## src/common/hmtc_pkg.sv

```systemverilog
// Constants shared by the machine trap and privilege control logic.
package hmtc_pkg;
  localparam int XLEN = 64;
  localparam int IRQW = 16;
  localparam int GUEST_EXT_IRQ_COUNT = 4;
  // Register indexes on the plain register port.
  localparam logic [3:0] A_STATUS = 4'h0;
  localparam logic [3:0] A_GSTATUS = 4'h1;
  localparam logic [3:0] A_HSTATUS = 4'h2;
  localparam logic [3:0] A_MDELEG = 4'h3;
  localparam logic [3:0] A_HDELEG = 4'h4;
  localparam logic [3:0] A_MIP = 4'h5;
  localparam logic [3:0] A_MIE = 4'h6;
  localparam logic [3:0] A_HIP = 4'h7;
  localparam logic [3:0] A_HIE = 4'h8;
  localparam logic [3:0] A_TVAL = 4'h9;
  localparam logic [3:0] A_TVAL2 = 4'hA;
  localparam logic [3:0] A_TINST = 4'hB;
  localparam logic [3:0] A_PRIV = 4'hC;
  // Field positions.
  localparam int B_MODIFY_PRIVILEGE_BIT = 17;
  localparam int B_SUM = 18;
  localparam int B_MXR = 19;
  localparam int B_MPP_LO = 11;
  localparam int B_MPV = 39;
  localparam int B_HYP_GUEST_PRIV_BIT = 8;
  localparam int B_SGEI = 12;
  // Interrupt masks, reset values and privilege encodings.
  localparam logic [IRQW-1:0] DELEG_FORCED = 16'h0444;
  localparam logic [IRQW-1:0] DELEG_SGEI = 16'h1000;
  localparam logic [IRQW-1:0] DELEG_WMASK = 16'h0222;
  localparam logic [IRQW-1:0] GUEST_MASK = 16'h1444;
  localparam logic [IRQW-1:0] MIP_WMASK = 16'h0666;
  localparam logic [IRQW-1:0] HIP_WMASK = 16'h0444;
  localparam logic [IRQW-1:0] MIE_WMASK = 16'h1EEE;
  localparam logic [IRQW-1:0] IRQ_RESET = 16'h0000;
  localparam logic [XLEN-1:0] WORD_RESET = 64'h0000000000000000;
  localparam logic [1:0] PRIV_U = 2'h0;
  localparam logic [1:0] PRIV_S = 2'h1;
  localparam logic [1:0] PRIV_M = 2'h3;
endpackage

```

## src/logic/hmtc_trap_csr.sv

```systemverilog
// Machine trap entry, return, delegation and effective-privilege logic.
//
// The strobed register port and the address map are this design's own decisions.
module hmtc_trap_csr
  import hmtc_pkg::*;
(
  input wire logic clk, // Hart clock.
  input wire logic rst, // Asynchronous reset, active high.
  input wire logic [3:0] reg_addr, // Register index.
  input wire logic [XLEN-1:0] reg_wdata, // Write data.
  input wire logic reg_we, // Write strobe.
  input wire logic reg_re, // Read strobe.
  output logic [XLEN-1:0] reg_rdata, // Read data, one cycle after the strobe.
  input wire logic sgei_pin, // Guest external interrupt level, asynchronous.
  input wire logic trap_take, // Trap into machine mode, one-cycle pulse.
  input wire logic trap_gpf, // The trap is a guest-page fault.
  input wire logic trap_gpa_valid, // A guest physical address is supplied.
  input wire logic [XLEN-1:0] trap_gpa, // Faulting guest physical address.
  input wire logic [XLEN-1:0] trap_value, // Value for the trap value register.
  input wire logic [XLEN-1:0] trap_instr, // Value for the trap instruction register.
  input wire logic ret_take, // Machine trap return executes, pulse.
  input wire logic guest_access, // Guest load, exec-load or store.
  output logic [1:0] eff_priv, // Effective privilege of explicit accesses.
  output logic eff_virt, // Effective virtualization mode.
  output logic eff_translate, // Address translation applies.
  output logic eff_two_stage, // Guest and host stages both apply.
  output logic eff_user_permit, // User-page access permit in force.
  output logic eff_mxr_any, // Any executable page is readable.
  output logic eff_mxr_guest, // Guest-stage executable readable if host allows.
  output logic [1:0] cur_priv, // Current privilege mode.
  output logic cur_virt // Current virtualization mode.
);

  logic [XLEN-1:0] status_reg, status_next;
  logic [XLEN-1:0] gstatus_reg, gstatus_next;
  logic [XLEN-1:0] hstatus_reg, hstatus_next;
  logic [IRQW-1:0] mdeleg_reg, mdeleg_next;
  logic [IRQW-1:0] hdeleg_reg, hdeleg_next;
  logic [IRQW-1:0] ip_reg, ip_next;
  logic [IRQW-1:0] ie_reg, ie_next;
  logic [XLEN-1:0] tval_reg, tval_next;
  logic [XLEN-1:0] tval2_reg, tval2_next;
  logic [XLEN-1:0] tinst_reg, tinst_next;
  logic [1:0] priv_reg, priv_next;
  logic virt_reg, virt_next;
  logic [XLEN-1:0] rdata_reg, rdata_next;
  logic sgei_meta_reg, sgei_sync_reg;
  logic [1:0] eff_priv_reg, eff_priv_next;
  logic eff_virt_reg, eff_virt_next;
  logic eff_tr_reg, eff_tr_next;
  logic eff_two_reg, eff_two_next;
  logic eff_sum_reg, eff_sum_next;
  logic eff_mxa_reg, eff_mxa_next;
  logic eff_mxg_reg, eff_mxg_next;
  logic [IRQW-1:0] deleg_rd, hdeleg_rd, hip_rd, hie_rd, wlo;
  logic modify_privilege_bit, prev_virt_mode_bit;
  logic [1:0] prev_priv_field;

  assign modify_privilege_bit = status_reg[B_MODIFY_PRIVILEGE_BIT];
  assign prev_virt_mode_bit = status_reg[B_MPV];
  assign prev_priv_field = status_reg[B_MPP_LO+1:B_MPP_LO];
  assign wlo = reg_wdata[IRQW-1:0];

  // Read views of delegation and the hypervisor aliases.
  always_comb
  begin
    deleg_rd = (mdeleg_reg & DELEG_WMASK) | DELEG_FORCED;
    if (GUEST_EXT_IRQ_COUNT != 0)
    begin
      deleg_rd = deleg_rd | DELEG_SGEI;
    end
    hdeleg_rd = hdeleg_reg & deleg_rd;
    hip_rd = ip_reg & GUEST_MASK & deleg_rd;
    hie_rd = ie_reg & GUEST_MASK & deleg_rd;
  end

  // The pin level crosses in through two flops; only the second is read.
  always_ff @(posedge clk or posedge rst)
  begin
    if (rst)
    begin
      sgei_meta_reg <= 1'b0;
      sgei_sync_reg <= 1'b0;
    end
    else
    begin
      sgei_meta_reg <= sgei_pin;
      sgei_sync_reg <= sgei_meta_reg;
    end
  end

  // Next values of the control and trap registers; trap entry beats a write.
  always_comb
  begin
    status_next = status_reg;
    gstatus_next = gstatus_reg;
    hstatus_next = hstatus_reg;
    mdeleg_next = mdeleg_reg;
    hdeleg_next = hdeleg_reg;
    ip_next = ip_reg;
    ie_next = ie_reg;
    tval_next = tval_reg;
    tval2_next = tval2_reg;
    tinst_next = tinst_reg;
    priv_next = priv_reg;
    virt_next = virt_reg;
    if (reg_we)
    begin
      unique case (reg_addr)
        A_STATUS:
        begin
          status_next[B_MODIFY_PRIVILEGE_BIT] = reg_wdata[B_MODIFY_PRIVILEGE_BIT];
          status_next[B_SUM] = reg_wdata[B_SUM];
          status_next[B_MXR] = reg_wdata[B_MXR];
          status_next[B_MPV] = reg_wdata[B_MPV];
          // The reserved privilege encoding is not legal, so it is dropped.
          if (reg_wdata[B_MPP_LO+1:B_MPP_LO] != 2'h2)
          begin
            status_next[B_MPP_LO+1:B_MPP_LO] = reg_wdata[B_MPP_LO+1:B_MPP_LO];
          end
        end
        A_GSTATUS:
        begin
          gstatus_next[B_SUM] = reg_wdata[B_SUM];
          gstatus_next[B_MXR] = reg_wdata[B_MXR];
        end
        A_HSTATUS: hstatus_next[B_HYP_GUEST_PRIV_BIT] = reg_wdata[B_HYP_GUEST_PRIV_BIT];
        A_MDELEG: mdeleg_next = wlo & DELEG_WMASK;
        A_HDELEG: hdeleg_next = wlo & deleg_rd;
        A_MIP: ip_next = (ip_reg & ~MIP_WMASK) | (wlo & MIP_WMASK);
        A_MIE: ie_next = wlo & MIE_WMASK;
        A_HIP: ip_next = (ip_reg & ~(HIP_WMASK & deleg_rd)) | (wlo & HIP_WMASK & deleg_rd);
        A_HIE: ie_next = (ie_reg & ~(GUEST_MASK & deleg_rd)) | (wlo & GUEST_MASK & deleg_rd);
        A_TVAL: tval_next = reg_wdata;
        A_TVAL2: tval2_next = reg_wdata;
        A_TINST: tinst_next = reg_wdata;
        default: ;
      endcase
    end
    // The guest external pending bit follows the synchronised pin.
    ip_next[B_SGEI] = (GUEST_EXT_IRQ_COUNT != 0) ? sgei_sync_reg : 1'b0;
    if (trap_take)
    begin
      tval_next = trap_value;
      tval2_next = WORD_RESET;
      if (trap_gpf && trap_gpa_valid)
      begin
        tval2_next = trap_gpa >> 2;
      end
      tinst_next = trap_instr;
      status_next[B_MPV] = virt_reg;
      status_next[B_MPP_LO+1:B_MPP_LO] = priv_reg;
      priv_next = PRIV_M;
      virt_next = 1'b0;
    end
    else if (ret_take)
    begin
      virt_next = (prev_priv_field == PRIV_M) ? 1'b0 : prev_virt_mode_bit;
      priv_next = prev_priv_field;
      status_next[B_MPP_LO+1:B_MPP_LO] = PRIV_U;
      status_next[B_MPV] = 1'b0;
      if (prev_priv_field != PRIV_M)
      begin
        status_next[B_MODIFY_PRIVILEGE_BIT] = 1'b0;
      end
    end
  end

  always_ff @(posedge clk or posedge rst)
  begin
    if (rst)
    begin
      status_reg <= WORD_RESET;
      gstatus_reg <= WORD_RESET;
      hstatus_reg <= WORD_RESET;
      mdeleg_reg <= IRQ_RESET;
      hdeleg_reg <= IRQ_RESET;
      ip_reg <= IRQ_RESET;
      ie_reg <= IRQ_RESET;
      tval_reg <= WORD_RESET;
      tval2_reg <= WORD_RESET;
      tinst_reg <= WORD_RESET;
      priv_reg <= PRIV_M;
      virt_reg <= 1'b0;
    end
    else
    begin
      status_reg <= status_next;
      gstatus_reg <= gstatus_next;
      hstatus_reg <= hstatus_next;
      mdeleg_reg <= mdeleg_next;
      hdeleg_reg <= hdeleg_next;
      ip_reg <= ip_next;
      ie_reg <= ie_next;
      tval_reg <= tval_next;
      tval2_reg <= tval2_next;
      tinst_reg <= tinst_next;
      priv_reg <= priv_next;
      virt_reg <= virt_next;
    end
  end

  // Effective access regime; it reflects register state one cycle late.
  always_comb
  begin
    eff_priv_next = priv_reg;
    eff_virt_next = virt_reg;
    if (guest_access)
    begin
      eff_virt_next = 1'b1;
      eff_priv_next = hstatus_reg[B_HYP_GUEST_PRIV_BIT] ? PRIV_S : PRIV_U;
    end
    else if (modify_privilege_bit)
    begin
      eff_priv_next = prev_priv_field;
      eff_virt_next = (prev_priv_field == PRIV_M) ? 1'b0 : prev_virt_mode_bit;
    end
    eff_tr_next = (eff_priv_next != PRIV_M);
    eff_two_next = eff_virt_next && eff_tr_next;
    eff_sum_next = eff_two_next ? gstatus_reg[B_SUM] : status_reg[B_SUM];
    eff_mxa_next = status_reg[B_MXR];
    eff_mxg_next = eff_two_next && gstatus_reg[B_MXR];
  end

  always_ff @(posedge clk or posedge rst)
  begin
    if (rst)
    begin
      eff_priv_reg <= PRIV_M;
      eff_virt_reg <= 1'b0;
      eff_tr_reg <= 1'b0;
      eff_two_reg <= 1'b0;
      eff_sum_reg <= 1'b0;
      eff_mxa_reg <= 1'b0;
      eff_mxg_reg <= 1'b0;
    end
    else
    begin
      eff_priv_reg <= eff_priv_next;
      eff_virt_reg <= eff_virt_next;
      eff_tr_reg <= eff_tr_next;
      eff_two_reg <= eff_two_next;
      eff_sum_reg <= eff_sum_next;
      eff_mxa_reg <= eff_mxa_next;
      eff_mxg_reg <= eff_mxg_next;
    end
  end

  // Read mux; unmapped indexes and cycles without a read give zero.
  always_comb
  begin
    rdata_next = WORD_RESET;
    if (reg_re)
    begin
      unique case (reg_addr)
        A_STATUS: rdata_next = status_reg;
        A_GSTATUS: rdata_next = gstatus_reg;
        A_HSTATUS: rdata_next = hstatus_reg;
        A_MDELEG: rdata_next[IRQW-1:0] = deleg_rd;
        A_HDELEG: rdata_next[IRQW-1:0] = hdeleg_rd;
        A_MIP: rdata_next[IRQW-1:0] = ip_reg;
        A_MIE: rdata_next[IRQW-1:0] = ie_reg;
        A_HIP: rdata_next[IRQW-1:0] = hip_rd;
        A_HIE: rdata_next[IRQW-1:0] = hie_rd;
        A_TVAL: rdata_next = tval_reg;
        A_TVAL2: rdata_next = tval2_reg;
        A_TINST: rdata_next = tinst_reg;
        A_PRIV: rdata_next[2:0] = {virt_reg, priv_reg};
        default: ;
      endcase
    end
  end

  always_ff @(posedge clk or posedge rst)
  begin
    if (rst)
    begin
      rdata_reg <= WORD_RESET;
    end
    else
    begin
      rdata_reg <= rdata_next;
    end
  end

  assign reg_rdata = rdata_reg;
  assign eff_priv = eff_priv_reg;
  assign eff_virt = eff_virt_reg;
  assign eff_translate = eff_tr_reg;
  assign eff_two_stage = eff_two_reg;
  assign eff_user_permit = eff_sum_reg;
  assign eff_mxr_any = eff_mxa_reg;
  assign eff_mxr_guest = eff_mxg_reg;
  assign cur_priv = priv_reg;
  assign cur_virt = virt_reg;
endmodule // hmtc_trap_csr
```

## config.mk

```make
export PLATFORM = sky130hd
export DESIGN_NAME = hmtc_trap_csr
export DESIGN_NICKNAME = d
export VERILOG_FILES = /design/src/common/hmtc_pkg.sv /design/src/logic/hmtc_trap_csr.sv
export SDC_FILE = /design/constraint.sdc
export NUM_CORES = 1
export LEC_CHECK = 0
export BUFFER_PORTS_ARGS = -buffer_cell sky130_fd_sc_hd__buf_2
export CORE_ASPECT_RATIO = 0.75
export CORE_MARGIN = 4
export CORE_UTILIZATION = 50
export CTS_CLUSTER_SIZE = 30
export DETAILED_ROUTE_END_ITERATION = 12
export PLACE_DENSITY = 0.75
export SYNTH_ARGS = -nofsm -noshare
export SYNTH_HDL_FRONTEND = slang
export SYNTH_SLANG_ARGS = --single-unit
```

## constraint.sdc

```tcl
create_clock -name clk -period 13.03 [get_ports clk]
set_input_delay 1.9545 -clock clk [delete_from_list [all_inputs] [get_ports clk]]
set_output_delay 1.9545 -clock clk [all_outputs]
set_load 0.01 [all_outputs]
```

==> Word-level counts from Yosys, hierarchy flattened <==
Index checks and enable logic that the tools add are counted.
{ "word_totals": {"ff_bits": 329, "latchBits": 0, "ram_bits": 0, "romBits": 0, "inputBits": 270, "output_inout_bits": 75, "word_cells": 118, "memories": 0} }
{ "classes": {"n_addsub": 0, "multipliers": 0, "div_mod_pow": 0, "magnitude_cmp": 0, "eq_ne": 16, "shifts": 0, "n_mux": 41, "n_bitwise": 9, "n_reduce_logical": 26} }
{ "ops": {"columns": ["op", "count"], "rows": [
  ["$mux W64", 10],
  ["$pmux W48 S5", 1],
  ["$pmux W13 S11", 1],
  ["$pmux W16 S2", 2],
  ["$mux W62", 1],
  ["$and A13 B13 Y13", 3],
  ["$and A16 B13 Y16", 2],
  ["$or A16 B13 Y16", 2],
  ["$pmux W3 S10", 1],
  ["$reduce_and A2 Y1", 11],
  ["$eq A4 B4 Y1 const B", 5],
  ["$mux W2", 9],
  ["$eq A4 B3 Y1 const B", 4],
  ["$mux W1", 16],
  ["$or A16 B11 Y16", 1],
  ["$reduce_bool A2 Y1", 7],
  ["$and A11 B13 Y13", 1],
  ["$reduce_bool A3 Y1", 3],
  ["$eq A4 B2 Y1 const B", 2],
  ["$ne A2 B2 Y1 const B", 3],
  ["$eq A4 B1 Y1 const B", 1],
  ["$logic_not A4 Y1", 1],
  ["$logic_and A1 B1 Y1", 3],
  ["$reduce_and A3 Y1", 1],
  ["$eq A2 B2 Y1 const B", 1]
]} }

==> Depth between registers and ports, before layout <==
{ "depth": {"word_depth": 6, "ltp_mapped": 8} }

==> Worst setup path after synthesis <==
No wires, ideal clock.
{ "synth_timing": {"kind": "input to register", "start": "input port reg_addr[2]", "end": "register tval_reg[20]", "setup_ns": 0.132, "arrival_ns": 3.090, "required_ns": 12.898, "path_slack_ns": 9.808, "stages": 8, "path_buffers": 2, "path_cell_list": "inv_1 -> ha_1 -> and3b_1 -> buf_2 -> nand2_8 -> buf_4 -> mux2i_1 -> o21ai_1"} }
{ "synth_via": {"elab_chain_cells": 3} }
{ "synth_rtl": {"columns": ["element", "line_no", "source"], "rows": [
  ["start, declared", "hmtc_trap_csr.sv:9", "input wire logic [3:0] reg_addr,"],
  ["$eq A4 B4 Y1", "hmtc_trap_csr.sv:109", "unique case (reg_addr)"],
  ["$reduce_bool A2 Y1 (no source line)", null, null],
  ["$reduce_and A2 Y1 (no source line)", null, null],
  ["end signal, assigned", "hmtc_trap_csr.sv:195", "tval_reg <= tval_next;"],
  ["end, declared", "hmtc_trap_csr.sv:41", "logic [XLEN-1:0] tval_reg, tval_next;"]
]} }
Every way passes these cells.
A chain may end at the register's enable or synchronous reset.

==> Final worst setup path <==
{ "layout_timing": {"start": "input port reg_addr[2]", "end": "register tval2_reg[55]"} }
{ "layout_via": {"elab_chain_cells": 3} }
{ "layout_rtl": {"columns": ["element", "line_no", "source"], "rows": [
  ["$eq A4 B4 Y1", "hmtc_trap_csr.sv:109", null],
  ["$reduce_bool A2 Y1 (no source line)", null, null],
  ["$reduce_and A2 Y1 (no source line)", null, null],
  ["end signal, assigned", "hmtc_trap_csr.sv:196", "tval2_reg <= tval2_next;"],
  ["end, declared", "hmtc_trap_csr.sv:42", "logic [XLEN-1:0] tval2_reg, tval2_next;"]
]} }
Every way passes these cells.

==> metrics.cfg <==
[run_status]
outcome = finished, final reports clean

[power]
clock_power_share_pct = 40.8
p_per_area_mw_per_mm2 = 136
power_frac_seq_pct = 46.7
leakage_uw = 0.00908
p_int_uw = 1790
p_sw_uw = 590
ir_drop_mv = 0.0898
p_sw_share_pct = 24.8
power_frac_comb_pct = 12.5

[drt]
wl_met3_um = 3620
vias = 11949
antenna_left = 0
met1Wirelength_um = 18700
dr.pass1.iters = 5
drc = 0
wl_per_cell_um = 20.9
vias_per_cell = 5.72
drt_iter0_drc = 1007
routed_wl_um = 43600
wl_met2_um = 20300
routed.top_layer = met5

[floorplan]
rows = 53
core-area_mm2 = 0.0284
start_util_pct = 51.4
dieArea_mm2 = 0.0320
die_w_um = 205
die-height_um = 156
io_pins = 345

[synthesis]
yosysSeqAreaShare_pct = 53.9
yosys-top-cells-area = dfrtp_1, mux2i_1, o21ai_0
syn_avg_cell_area_um2 = 10.4
ys_top_cells_by_count = dfrtp_1, nand2_1, mux2i_1
ys_types = 47
netlist.area_leader.share_pct = 53.2
yosysTopAreaCell = dfrtp_1
synth_fp_nets = 1682
yosys.cell_count.top_type = dfrtp_1
synthFlopType = dfrtp_1
synthCells = 1408
synth_edf_count = 0
yosysWarnings = 0
synth_area_mm2 = 0.0146
synthArstFlopShare_pct = 100
ys_ff_latch = 314

[worst_setup_path]
cp_slowest_stage_delay_ns = 0.82
crit_path_start = reg_addr[2]
r2r_cells = 4
reg2reg_slack_ns = 11.49
worstSetupStartpointType = input pin
critPathArrivalTime_ns = 4.96
critPathKind = in2reg
worst-path-max-fanout = 88
cp-end-kind = register
slowest_stage = buf_4
crit_path_cell_trace = buf_2, inv_1, ha_1, buf_4, and3b_1, a21oi_4, buf_4, o21ai_0
r2r_end = eff_user_permit
worstReg2RegStart = status_reg[12]
endpoint = tval2_reg[55]
cpMostUsedCell = buf_4
crit_required_ns = 13.41

[clock_tree]
cts_htree_levels = 1
clock-sinks = 314
clockBufferDepth = 3
holdBufCountCts = 0
clock_tree.root_cell = clkbuf_16
clk_latency_ns = 0.55
cts_tree = built
cts_resized = 0
clkTransAtPathRegs_ns = 0.06
post-cts-setup-buffers = 0
numCtsBuffers = 31

[global_routing]
grt_pass1_vias = 12159
overflow = 0
grt_max_degree = 121
antenna_found_initial = 9
grt_pass1_wl_um = 67400
grtUsageTotal_pct = 26.4

[timing]
fmax_mhz = 219
post-route-min-period_ns = 4.58
drv_slew = 0
fin_crit_sh_pct = 35.1
hold_viol = 0
fin_skew_ns = 0.00755
timing.final.setup_violations = 0
fin_hold_ws_ns = 0.362
grt_setup_unrepaired = false
tightest_slew_ns = 0.978
setup_tns_ns = 0
fin_ws_ns = 8.45
relSlewSlack_pct = 34.8

[placement]
dpl.hpwl_um = 28400
place_ws_ns = 7.91
gp_congestion = 0.848
port_buffers = 342

[hold_path]
hold_path.class = reg2reg
worstHoldPathCells = 0

[cells_and_area]
drive_gt1_share_pct = 26.9
area_delta_synth_final_pct = 19.4
finish.utilization_pct = 61.4
fillers = 2433
nNetsFinal = 1953

[job]
max_cap_viol_count = 0

cells by family after synthesis:
| logic type | after synthesis | share of synthesized area, % |
|---|---|---|
| flip-flops | 314 | 53.9 |
| multiplexers | 220 | 15.4 |
| AO/OA/AOI/OAI | 387 | 15.6 |
| adder cells (fa/ha/maj) | 4 | 0.343 |
| AND/OR/NAND/NOR | 356 | 10.1 |
| buffers and inverters | 127 | 4.61 |
cell usage in the layout (no fill, tap or decap), types with 5 or more instances in the layout:
master     Yosys  layout
o21ai_1       39      40
a22o_1        11      11
clkbuf_8       0      13
nor2_1        96      96
clkbuf_16      0      31
o2bb2ai_1      5       5
buf_2         42     340
nand3_1       13      12
a31oi_1        6       6
dfrtp_1      310     310
a21oi_1       62      62
mux2i_1      186     186
bufinv_16      0       5
nand2_1      217     217
clkbuf_1      43       5
o21ai_0      163     162
and3_1         8       7
a22oi_1       83      83
buf_4         14      18
mux2_2        32      32
metrics by stage:
stage	area (um^2)	std cells	total power (uW)
after detailed placement	16300	2031	1420
after global routing	17400	2088	2480
after floorplan	14600	1408	1300
after global placement	16300	2031	1410
final	17400	2089	2380
after CTS	17400	2085	2390
how the worst min path moves through the flow:
stage / from / to
final: sgei_sync_reg / ip_reg[12]
after global routing: sgei_meta_reg / sgei_sync_reg
after floorplan: sgei_sync_reg / ip_reg[12]
after global placement: sgei_sync_reg / ip_reg[12]
after detailed placement: sgei_sync_reg / ip_reg[12]
after CTS: sgei_meta_reg / sgei_sync_reg
area by class of cell:
class,instances,area [um^2],area share [%]
Clock buffer,48,960,5.51
Inverter,6,30.0,0.172
Timing Repair Buffer,359,1850,10.6
Tap cell,385,482,2.77
Antenna cell,4,10.0,0.0575
Clock inverter,6,155,0.891
Multi-Input combinational cell,967,6070,34.8
Sequential cell,314,7860,45.1
power by group through the flow:
stage | registers, uW | logic, uW | clock network [uW]
finish | 1110 | 296 | 970
detailed placement | 1130 | 296 | 0
floorplan | 1120 | 187 | 0
global placement | 1120 | 288 | 0
CTS | 1110 | 298 | 987
global route | 1120 | 331 | 1030
metal layers:
layer | global-route usage [%] | up-vias
li1 | - | 5489
met1 | 38.2 | 5874
met2 | 42.0 | 497
met3 | 4.90 | 79
met4 | 6.31 | 10
met5 | 0 | -
critical path: cells and delay by family:
kind | cells | cell delay, ns
AO/OA/AOI/OAI | 2 | 1.04
adder cells (fa/ha/maj) | 1 | 0.19
buffers and inverters | 4 | 1.21
AND/OR/NAND/NOR | 1 | 0.46
Note: power is estimated with default switching activity, not from simulation.
